<file path="src/mps_pkg.sv">
`default_nettype none
package mps_pkg;
  localparam int POS_W = 32;
  localparam int SEC_N = 16;
  localparam int SEC_AW = 4;
  // Register byte offsets
  localparam logic [7:0] REG_CTRL = 8'h00;
  localparam logic [7:0] REG_FUNC_LO = 8'h04;
  localparam logic [7:0] REG_FUNC_HI = 8'h08;
  localparam logic [7:0] REG_FMIN = 8'h0C;
  localparam logic [7:0] REG_POS_FMAX = 8'h10;
  localparam logic [7:0] REG_PPR = 8'h14;
  localparam logic [7:0] REG_OFFSET = 8'h18;
  localparam logic [7:0] REG_POLES = 8'h1C;
  localparam logic [7:0] REG_RATED_SPD = 8'h20;
  localparam logic [7:0] REG_RATED_FRQ = 8'h24;
  localparam logic [7:0] REG_STATUS = 8'h28;
  localparam logic [7:0] REG_POS_CNT = 8'h2C;
  localparam logic [7:0] REG_TARGET = 8'h30;
  localparam logic [7:0] REG_ZBIAS = 8'h34;
  localparam logic [7:0] REG_SEC_BASE = 8'h40;
  localparam logic [1:0] SEC_REGION = 2'h1;
  // Input terminal function codes
  localparam logic [7:0] FN_SEL1 = 8'h02;
  localparam logic [7:0] FN_ZSERVO = 8'h2E;
  localparam logic [7:0] FN_SPD_POS = 8'h33;
  localparam logic [7:0] FN_POS_EN = 8'h34;
  // Limits and reset values
  localparam logic signed [15:0] SEC_LIM = 16'sh270F;
  localparam logic [31:0] ZBIAS_NONE = 32'h0000270F;
  localparam logic [13:0] OFFSET_MAX = 14'h270F;
  localparam logic [15:0] FREQ_NOLIMIT = 16'hFFFF;
  localparam logic [15:0] PPR_RST = 16'h0400;
  localparam logic [6:0] POLES_RST = 7'h04;
  localparam logic [6:0] POLES_MIN = 7'h02;
  localparam logic [15:0] FMIN_RST = 16'h0005;
  localparam logic [15:0] POS_FMAX_RST = 16'h0064;
  // rpm = 120 * f / P with f held in 0.1 Hz steps
  localparam logic [4:0] RPM_K = 5'h0C;
  typedef enum logic [1:0] {MPS_SPEED, MPS_WAIT_Z, MPS_HOLD} mps_state_t;
endpackage
`default_nettype wire

</file>
<file path="src/mps_mem_if.sv">
`timescale 1ns/1ps
`default_nettype none
interface mps_mem_if;
  logic we;
  logic [mps_pkg::SEC_AW-1:0] waddr;
  logic [31:0] wdata;
  logic [mps_pkg::SEC_AW-1:0] raddr;
  logic [31:0] rdata;
  modport ctrl (output we, output waddr, output wdata, output raddr, input rdata);
  modport mem (input we, input waddr, input wdata, input raddr, output rdata);
endinterface
`default_nettype wire

</file>
<file path="src/mps_sec_mem.sv">
`timescale 1ns/1ps
`default_nettype none
// Section table: {pulse, rotations} per word, registered read
module mps_sec_mem #(
  parameter int DEPTH = mps_pkg::SEC_N
) (
  input wire logic clk_i,
  mps_mem_if.mem m
);
  logic [31:0] mem_q [DEPTH];
  logic [31:0] rd_q;
  logic [31:0] rd_d;
  always_comb begin
    rd_d = mem_q[m.raddr];
  end
  always_ff @(posedge clk_i) begin
    if (m.we) begin
      mem_q[m.waddr] <= m.wdata;
    end
    rd_q <= rd_d;
  end
  assign m.rdata = rd_q;
endmodule
`default_nettype wire

</file>
<file path="src/mps_multi_position.sv">
`timescale 1ns/1ps
`default_nettype none
module mps_multi_position (
  input wire logic clk_i,
  input wire logic rst_i,
  input wire logic wb_cyc_i,
  input wire logic wb_stb_i,
  input wire logic wb_we_i,
  input wire logic [7:0] wb_adr_i,
  input wire logic [3:0] wb_sel_i,
  input wire logic [31:0] wb_dat_i,
  output logic [31:0] wb_dat_o,
  output logic wb_ack_o,
  input wire logic run_i,
  input wire logic [7:0] di_i,
  input wire logic [15:0] out_freq_i,
  input wire logic enc_a_i,
  input wire logic enc_b_i,
  input wire logic enc_z_i,
  output logic pos_mode_o,
  output logic zero_servo_o,
  output logic [3:0] speed_sel_o,
  output logic [31:0] position_target_o,
  output logic dir_fwd_o,
  output logic at_target_o,
  output logic [15:0] freq_limit_o,
  output logic decel1_sel_o,
  output logic [31:0] z_bias_o
);
  function automatic logic di_has(input logic [63:0] f, input logic [7:0] di,
                                  input logic [7:0] code);
    logic r;
    r = 1'b0;
    for (int k = 0; k < 8; k++) begin
      r = r | (di[k] & (f[8*k +: 8] == code));
    end
    return r;
  endfunction

  function automatic logic [31:0] merge(input logic [31:0] o, input logic [31:0] w,
                                        input logic [3:0] s);
    logic [31:0] r;
    r = o;
    for (int b = 0; b < 4; b++) begin
      if (s[b]) begin
        r[8*b +: 8] = w[8*b +: 8];
      end
    end
    return r;
  endfunction

  function automatic logic [15:0] clamp(input logic signed [15:0] v);
    logic [15:0] r;
    r = v;
    if (v > mps_pkg::SEC_LIM) begin
      r = mps_pkg::SEC_LIM;
    end else if (v < -mps_pkg::SEC_LIM) begin
      r = -mps_pkg::SEC_LIM;
    end
    return r;
  endfunction

  mps_mem_if mif ();
  mps_sec_mem #(.DEPTH(mps_pkg::SEC_N)) u_mem (.clk_i(clk_i), .m(mif.mem));

  // Bus and configuration state
  logic ack_q, ack_d;
  logic [31:0] dat_q, dat_d;
  logic mode_q, mode_d;
  logic [63:0] func_q, func_d;
  logic [15:0] fmin_q, fmin_d, pfmax_q, pfmax_d, ppr_q, ppr_d;
  logic [13:0] offset_q, offset_d;
  logic [6:0] poles_q, poles_d;
  logic [15:0] spd_q, spd_d, frq_q, frq_d;
  logic req, wr;
  logic [31:0] wv;

  // Encoder, Z capture and positioning state
  mps_pkg::mps_state_t st_q, st_d;
  logic a_q, b_q, z_q, step, up, z_rise, low;
  logic [31:0] pos_q, pos_d, zpos_q, zpos_d, org_q, org_d, zbias_q, zbias_d;
  logic z_seen_q, z_seen_d;
  logic [3:0] sel_q, sel_d, sel_p_q;
  logic [31:0] tgt_q, tgt_d, sec_off;
  logic [32:0] prod;
  logic pos_mode_q, zs_q, at_q, fwd_q, dec_q;
  logic [3:0] spd_sel_q;
  logic [15:0] flim_q;

  always_comb begin
    req = wb_cyc_i & wb_stb_i & ~ack_q;
    wr = req & wb_we_i;
    ack_d = req;
    mode_d = mode_q;
    func_d = func_q;
    fmin_d = fmin_q;
    pfmax_d = pfmax_q;
    ppr_d = ppr_q;
    offset_d = offset_q;
    poles_d = poles_q;
    spd_d = spd_q;
    frq_d = frq_q;
    wv = 32'h0000_0000;
    mif.we = 1'b0;
    mif.waddr = wb_adr_i[2 +: mps_pkg::SEC_AW];
    mif.wdata = {clamp(wb_dat_i[31:16]), clamp(wb_dat_i[15:0])};
    dat_d = dat_q;
    if (wr) begin
      case (wb_adr_i)
        mps_pkg::REG_CTRL: begin
          wv = merge({31'h0, mode_q}, wb_dat_i, wb_sel_i);
          mode_d = wv[0];
        end
        mps_pkg::REG_FUNC_LO: func_d[31:0] = merge(func_q[31:0], wb_dat_i, wb_sel_i);
        mps_pkg::REG_FUNC_HI: func_d[63:32] = merge(func_q[63:32], wb_dat_i, wb_sel_i);
        mps_pkg::REG_FMIN: begin
          wv = merge({16'h0, fmin_q}, wb_dat_i, wb_sel_i);
          fmin_d = wv[15:0];
        end
        mps_pkg::REG_POS_FMAX: begin
          wv = merge({16'h0, pfmax_q}, wb_dat_i, wb_sel_i);
          pfmax_d = wv[15:0];
        end
        mps_pkg::REG_PPR: begin
          wv = merge({16'h0, ppr_q}, wb_dat_i, wb_sel_i);
          ppr_d = wv[15:0];
        end
        mps_pkg::REG_OFFSET: begin
          wv = merge({18'h0, offset_q}, wb_dat_i, wb_sel_i);
          offset_d = (wv[13:0] > mps_pkg::OFFSET_MAX) ? mps_pkg::OFFSET_MAX : wv[13:0];
        end
        mps_pkg::REG_POLES: begin
          wv = merge({25'h0, poles_q}, wb_dat_i, wb_sel_i);
          poles_d = (wv[6:0] < mps_pkg::POLES_MIN) ? mps_pkg::POLES_MIN : wv[6:0];
        end
        mps_pkg::REG_RATED_SPD: begin
          wv = merge({16'h0, spd_q}, wb_dat_i, wb_sel_i);
          spd_d = wv[15:0];
          frq_d = 16'((23'(wv[15:0]) * 23'(poles_q)) / 23'(mps_pkg::RPM_K));
        end
        mps_pkg::REG_RATED_FRQ: begin
          wv = merge({16'h0, frq_q}, wb_dat_i, wb_sel_i);
          frq_d = wv[15:0];
          spd_d = 16'((21'(wv[15:0]) * 21'(mps_pkg::RPM_K)) / 21'(poles_q));
        end
        default: begin
          mif.we = (wb_adr_i[7:6] == mps_pkg::SEC_REGION) & (wb_sel_i == 4'hF);
        end
      endcase
    end
    if (req) begin
      case (wb_adr_i)
        mps_pkg::REG_CTRL: dat_d = {31'h0, mode_q};
        mps_pkg::REG_FUNC_LO: dat_d = func_q[31:0];
        mps_pkg::REG_FUNC_HI: dat_d = func_q[63:32];
        mps_pkg::REG_FMIN: dat_d = {16'h0, fmin_q};
        mps_pkg::REG_POS_FMAX: dat_d = {16'h0, pfmax_q};
        mps_pkg::REG_PPR: dat_d = {16'h0, ppr_q};
        mps_pkg::REG_OFFSET: dat_d = {18'h0, offset_q};
        mps_pkg::REG_POLES: dat_d = {25'h0, poles_q};
        mps_pkg::REG_RATED_SPD: dat_d = {16'h0, spd_q};
        mps_pkg::REG_RATED_FRQ: dat_d = {16'h0, frq_q};
        mps_pkg::REG_STATUS: dat_d = {24'h0, sel_q, z_seen_q, at_q, pos_mode_q, zs_q};
        mps_pkg::REG_POS_CNT: dat_d = pos_q;
        mps_pkg::REG_TARGET: dat_d = tgt_q;
        mps_pkg::REG_ZBIAS: dat_d = zbias_q;
        default: dat_d = 32'h0000_0000;
      endcase
    end
  end

  always_ff @(posedge clk_i) begin
    if (rst_i) begin
      ack_q <= 1'b0;
      dat_q <= 32'h0000_0000;
      mode_q <= 1'b0;
      func_q <= 64'h0;
      fmin_q <= mps_pkg::FMIN_RST;
      pfmax_q <= mps_pkg::POS_FMAX_RST;
      ppr_q <= mps_pkg::PPR_RST;
      offset_q <= 14'h0;
      poles_q <= mps_pkg::POLES_RST;
      spd_q <= 16'h0;
      frq_q <= 16'h0;
    end else begin
      ack_q <= ack_d;
      dat_q <= dat_d;
      mode_q <= mode_d;
      func_q <= func_d;
      fmin_q <= fmin_d;
      pfmax_q <= pfmax_d;
      ppr_q <= ppr_d;
      offset_q <= offset_d;
      poles_q <= poles_d;
      spd_q <= spd_d;
      frq_q <= frq_d;
    end
  end
  assign wb_ack_o = ack_q;
  assign wb_dat_o = dat_q;

  // Terminal functions
  logic [3:0] sel_bits;
  logic zs_req, spd_pos, pos_en;
  for (genvar i = 0; i < 4; i++) begin : g_sel
    assign sel_bits[i] = di_has(func_q, di_i, 8'(mps_pkg::FN_SEL1 + 8'(i)));
  end
  assign zs_req = di_has(func_q, di_i, mps_pkg::FN_ZSERVO);
  assign spd_pos = di_has(func_q, di_i, mps_pkg::FN_SPD_POS);
  assign pos_en = di_has(func_q, di_i, mps_pkg::FN_POS_EN);

  // Quadrature decode, Z capture and positioning
  always_comb begin
    step = enc_a_i ^ a_q ^ enc_b_i ^ b_q;
    up = ~(a_q ^ enc_b_i);
    z_rise = enc_z_i & ~z_q;
    low = out_freq_i < fmin_q;
    pos_d = pos_q;
    if (step) begin
      pos_d = up ? pos_q + 32'h1 : pos_q - 32'h1;
    end
    z_seen_d = z_seen_q | z_rise;
    zpos_d = z_rise ? pos_q : zpos_q;
    zbias_d = z_seen_q ? pos_q - zpos_q : mps_pkg::ZBIAS_NONE;
    st_d = st_q;
    org_d = org_q;
    sel_d = sel_q;
    case (st_q)
      mps_pkg::MPS_SPEED: begin
        if (run_i & zs_req & low) begin
          if (mode_q) begin
            st_d = mps_pkg::MPS_WAIT_Z;
          end else begin
            st_d = mps_pkg::MPS_HOLD;
            org_d = pos_q;
          end
        end
      end
      mps_pkg::MPS_WAIT_Z: begin
        if (!(run_i & zs_req)) begin
          st_d = mps_pkg::MPS_SPEED;
        end else if (z_rise) begin
          st_d = mps_pkg::MPS_HOLD;
          org_d = pos_q + {18'h0, offset_q};
        end
      end
      mps_pkg::MPS_HOLD: begin
        if (!(run_i & zs_req)) begin
          st_d = mps_pkg::MPS_SPEED;
          sel_d = 4'h0;
        end else if (spd_pos & pos_en) begin
          sel_d = sel_bits;
        end
      end
      default: st_d = mps_pkg::MPS_SPEED;
    endcase
    mif.raddr = sel_q;
    prod = 33'($signed(mif.rdata[15:0])) * 33'($signed({1'b0, ppr_q}));
    sec_off = prod[31:0] + {{16{mif.rdata[31]}}, mif.rdata[31:16]};
    tgt_d = org_q + ((sel_p_q == 4'h0) ? 32'h0 : sec_off);
  end

  always_ff @(posedge clk_i) begin
    if (rst_i) begin
      a_q <= 1'b0;
      b_q <= 1'b0;
      z_q <= 1'b0;
      pos_q <= 32'h0;
      zpos_q <= 32'h0;
      z_seen_q <= 1'b0;
      zbias_q <= mps_pkg::ZBIAS_NONE;
      st_q <= mps_pkg::MPS_SPEED;
      org_q <= 32'h0;
      sel_q <= 4'h0;
      sel_p_q <= 4'h0;
      tgt_q <= 32'h0;
      pos_mode_q <= 1'b0;
      zs_q <= 1'b0;
      at_q <= 1'b0;
      fwd_q <= 1'b0;
      dec_q <= 1'b0;
      spd_sel_q <= 4'h0;
      flim_q <= mps_pkg::FREQ_NOLIMIT;
    end else begin
      a_q <= enc_a_i;
      b_q <= enc_b_i;
      z_q <= enc_z_i;
      pos_q <= pos_d;
      zpos_q <= zpos_d;
      z_seen_q <= z_seen_d;
      zbias_q <= zbias_d;
      st_q <= st_d;
      org_q <= org_d;
      sel_q <= sel_d;
      sel_p_q <= sel_q;
      tgt_q <= tgt_d;
      pos_mode_q <= st_d == mps_pkg::MPS_HOLD;
      zs_q <= zs_req;
      at_q <= tgt_q == pos_q;
      fwd_q <= $signed(tgt_q) > $signed(pos_q);
      dec_q <= st_d == mps_pkg::MPS_HOLD;
      spd_sel_q <= (st_d == mps_pkg::MPS_HOLD && spd_pos) ? 4'h0 : sel_bits;
      flim_q <= (st_d == mps_pkg::MPS_HOLD) ? pfmax_q : mps_pkg::FREQ_NOLIMIT;
    end
  end

  assign pos_mode_o = pos_mode_q;
  assign zero_servo_o = zs_q;
  assign speed_sel_o = spd_sel_q;
  assign position_target_o = tgt_q;
  assign dir_fwd_o = fwd_q;
  assign at_target_o = at_q;
  assign freq_limit_o = flim_q;
  assign decel1_sel_o = dec_q;
  assign z_bias_o = zbias_q;
endmodule
`default_nettype wire

</file>
<file path="config.mk">
export PLATFORM = sky130hd
export DESIGN_NAME = mps_multi_position
export DESIGN_NICKNAME = d
export VERILOG_FILES = /design/src/mps_pkg.sv /design/src/mps_mem_if.sv /design/src/mps_sec_mem.sv /design/src/mps_multi_position.sv
export SDC_FILE = /design/constraint.sdc
export NUM_CORES = 2
export LEC_CHECK = 0
export ABC_AREA = 1
export BUFFER_PORTS_ARGS = -buffer_cell sky130_fd_sc_hd__buf_2
export CORE_UTILIZATION = 47
export CTS_CLUSTER_SIZE = 10
export DETAILED_ROUTE_END_ITERATION = 10
export PLACE_DENSITY = 0.67
export SETUP_SLACK_MARGIN = 0.4
export SLEW_MARGIN = 20
export SYNTH_ARGS = -nofsm -noshare
export SYNTH_HDL_FRONTEND = slang
export SYNTH_SLANG_ARGS = --single-unit
</file>
<file path="constraint.sdc">
create_clock -name clk_i -period 132.8 [get_ports clk_i]
set_clock_uncertainty 0.1 [all_clocks]
set_input_delay 39.84 -clock clk_i [delete_from_list [all_inputs] [get_ports clk_i]]
set_output_delay 39.84 -clock clk_i [all_outputs]
set_load 0.05 [all_outputs]
</file>
==> results summary <==
The run finished with clean final reports. The number of distinct library cells after synthesis is 82. The fraction of the mapped netlist area in compound gates came out at 0.165. The largest fanout on the critical path is 35. Buffers inserted during clock tree synthesis total 106.

The global routing stage identified its most utilized layer as met2. The number of warnings issued by yosys is 0. The half-perimeter wire length of the detailed placement result is 179000 um.

The worst register-to-register path begins at frq_q[0]. The floorplan step set the die width to 389 um. The congestion estimate from routability-driven global placement came to 0.992.

The sequential fraction of the synthesis area came out at 0.341. By area, the combinational part of the netlist is dominated by simple AND/OR/NAND/NOR gates. The number of gates resized after cts is 0. The post-CTS repair timing setup buffer count is 0.

The region available for standard cell placement spans 148000 um2. The first-pass GRT wire length came out at 369000 um. In the finished design, the share of the clock period the worst path needs comes to 0.617. The final total negative setup slack came out at 0 ps. The highest cell delay on the worst timing path came out at approximately 590 ps. Max-cap violations in this run came to 0. The cell chosen for the clock root is clkbuf_16. The violation count after the first detailed-routing iteration is 6026. STA classifies the critical path startpoint as an input pin.

The worst hold path was traced through 2 stages. The depth of the worst register-to-register path came out at 229. The synthesis-to-finish area growth is 8.58%. The cell count after synthesis is 8917. The number of buffer cells added on primary ports is slightly below 200. The path with the worst hold slack has its endpoint at wb_dat_o[31].

The min-delay analysis places its worst path in the category flip-flop to flip-flop. The global-route usage over all layers is 0.318. The clock passes through at most 3 buffers.

The placed instances occupy a cell area of 73100 um2. The worst setup slack for register-to-register paths is just over 90000 ps. The maximum operating frequency came out at between 10 and 15 MHz. The number of hold violations in the final report is 0. The boundary pin count is 199. The total wire length is 244000 um. The final critical delay including setup and external delays came out at approximately 82000 ps. The detail-routed via count per cell is 5.78. Measured against its own limit, the worst slew margin works out to 0.165. The combined buffer and inverter count along the critical path is 34. The pre-CTS setup slack came out at 50790 ps. The largest individual stage delay along the critical path comes from the cell a21oi_1. The arrival time at the worst endpoint is 82360 ps. The DRC violations left came out at 0.

For met2 alone, demand over resource in global routing was 0.518. For the pin with the worst max-slew slack, the measured transition is 1240 ps. The number of synthesized register bits is approximately 940. The number of standard cells in the final layout excluding fillers came out at ~11k. The number of enable-type register cells in the synthesized netlist is 512. TritonCTS built the clock tree. The critical path is of the input pin to flip-flop type. The endpoint class of the critical path is a flip-flop. The top cell types in the final layout, fill and taps aside, are nand2_1 (1581), inv_1 (1301), o21ai_0 (792). The post-synthesis simple-gate area fraction came out at 0.205. In the global route stage, met3 resource usage came out at 0.0512.

The share of synthesized cell area in full adder, half adder and majority cells came out at 0.166. The mux cell area share after synthesis is 0. The initial cell density of the core came out at 0.475. In this run the most critical hold path is launched from wb_dat_o[31].

For this run, the post-layout net count is 9807. The total nets after synthesis came out at ~10k. Setup repair after global routing left no endpoint under its margin. The total via count after detailed routing came out at 63.5k. For this run, the detailed router's first-pass iteration total came to 8. At the later pin of the worst-skew pair, clock insertion delay measures 760 ps. The die extent in y is 389 um. The number of sinks handled by clock tree synthesis is ~940. The number of antenna violations at the first check in global routing came to 16.

The worst-case setup margin in the final layout came out at approximately 50000 ps. In the global route stage, met1 resource usage came out at 0.415. The library cell used most frequently in the layout, excluding fill and tap cells, is nand2_1. Among all flip-flop cells after synthesis, the most frequent one is edfxtp_1. The worst register-to-register path ends at spd_q[0]. The die area is 151000 um2. Counting stages on the worst path, the most repeated cell is nand2_1.

The routed wire length per instance came out at 22.2 um. The mapped cell area is 70300 um2. The maximum number of pins on one net before global-route repair is 145. Of the cells placed in the final design, the portion with a size suffix greater than 1 is 0.0860. The row count came out at 141. The number of placed instances, taps included, is 10.8k.

The share of flip-flops with an asynchronous set or reset after synthesis came out at 0. The post-synthesis average cell area is 7.88 um2. In this run the number of H-tree levels came out at 3. The clock transition at the register clock pins on the worst setup and hold paths after CTS is 60 ps. The final-report setup violation count is 0. The cell family contributing the most delay on the critical path is simple AND/OR/NAND/NOR gates. Summed over all layers, the global routing overflow is 0. The required time of the critical path is 133280 ps.

The cell area after layout came out at 76300 um2. The xor-xnor portion of the synthesized cell area came out at 0.0279. The count of hold-fix buffers inserted at cts is 0. The count of nets left with antenna violations once routing finished came out at 0.

The final count of pins violating max slew is 0. The number of global-route vias before repair came out at 61.2k.
[synth_stat cells, types with 32 or more instances]
library cell	number	area share
inv_1	1304	0.070
a221oi_1	36	0.0045
inv_2	37	0.0020
nor2_1	805	0.043
nand2_2	96	0.0085
xnor2_1	69	0.0086
nand3_1	382	0.027
edfxtp_1	512	0.22
clkbuf_1	293	0.016
o21ai_0	793	0.056
nand2_1	1581	0.084
dfxtp_1	429	0.12
ha_1	454	0.081
o221ai_1	102	0.013
o31ai_1	36	0.0038
a21oi_1	696	0.050
fa_1	300	0.085
nor4_1	35	0.0031
nand3_2	35	0.0050
nor3_1	75	0.0053
a31oi_1	32	0.0028
o211ai_1	76	0.0081
nand4_1	104	0.0093
nor2_2	43	0.0038
o22ai_1	67	0.0060
xor2_1	155	0.019
[sequential cells by signal, indices dropped and copies added (netlist names), 7 cells and up]
register	count
u_mem.m.rdata	32
zpos_q	32
position_target_o	32
fmin_q	16
pfmax_q	16
poles_q	7
offset_q	14
frq_q	16
wb_dat_o	32
pos_q	32
func_q	64
z_bias_o	32
org_q	32
ppr_q	16
freq_limit_o	16
spd_q	16
u_mem.mem_q	512
[routing by layer]
| metal | vias to the layer above | share of wire |
|---|---|---|
| met5 | - | 0.00028 |
| met1 | 30200 | 0.41 |
| met3 | 561 | 0.088 |
| li1 | 29900 | - |
| met2 | 2854 | 0.46 |
| met4 | 10 | 0.048 |
[layout make-up]
cell class,instances,area [um2]
fill,14000,71700
multi-input combinational,6267,39800
sequential,941,24000
inverter,1360,5130
clock buffer,169,2920
tap,1930,2410
timing repair buffer,300,1760
clock inverter,9,228
antenna,8,20.0
[how the worst max path moves through the flow]
stage                      from  endpoint  slack [ps]  depth (start not counted)
global route        wb_sel_i[0]  spd_q[0]       46390                        236
global placement    wb_sel_i[0]  spd_q[0]       51960                        234
finish              wb_sel_i[0]  spd_q[0]       50920                        232
CTS                 wb_sel_i[0]  spd_q[0]       51380                        231
detailed placement  wb_sel_i[0]  spd_q[0]       50790                        231
floorplan           wb_sel_i[0]  spd_q[0]       58090                        252
[tightest hold or removal path, delay by kind of cell, from the launching register on]
kind | cells | cell delay (ps)
flops | 1 | 310
simple gates | 1 | 60
compound gates | 1 | 60
[per-stage QoR]
step	utilization	hold WS [ps]
floorplan	-	312
detailed placement	0.494	355
global route	0.515	378
finish	0.515	365
CTS	0.515	363
global placement	0.494	350
[cell families (layout without fill, tap and decap cells)]
logic type,after synthesis,after routing
simple gates,3268,3268
compound gates,2021,2021
buf+inv,1709,1838
flops,941,941
fa+ha+maj,754,754
xor+xnor,224,224
other cells,0,8
Power is left out: the tool's default activity adds up to more than one toggle a clock period on the data nets, which glitch-free logic cannot reach.
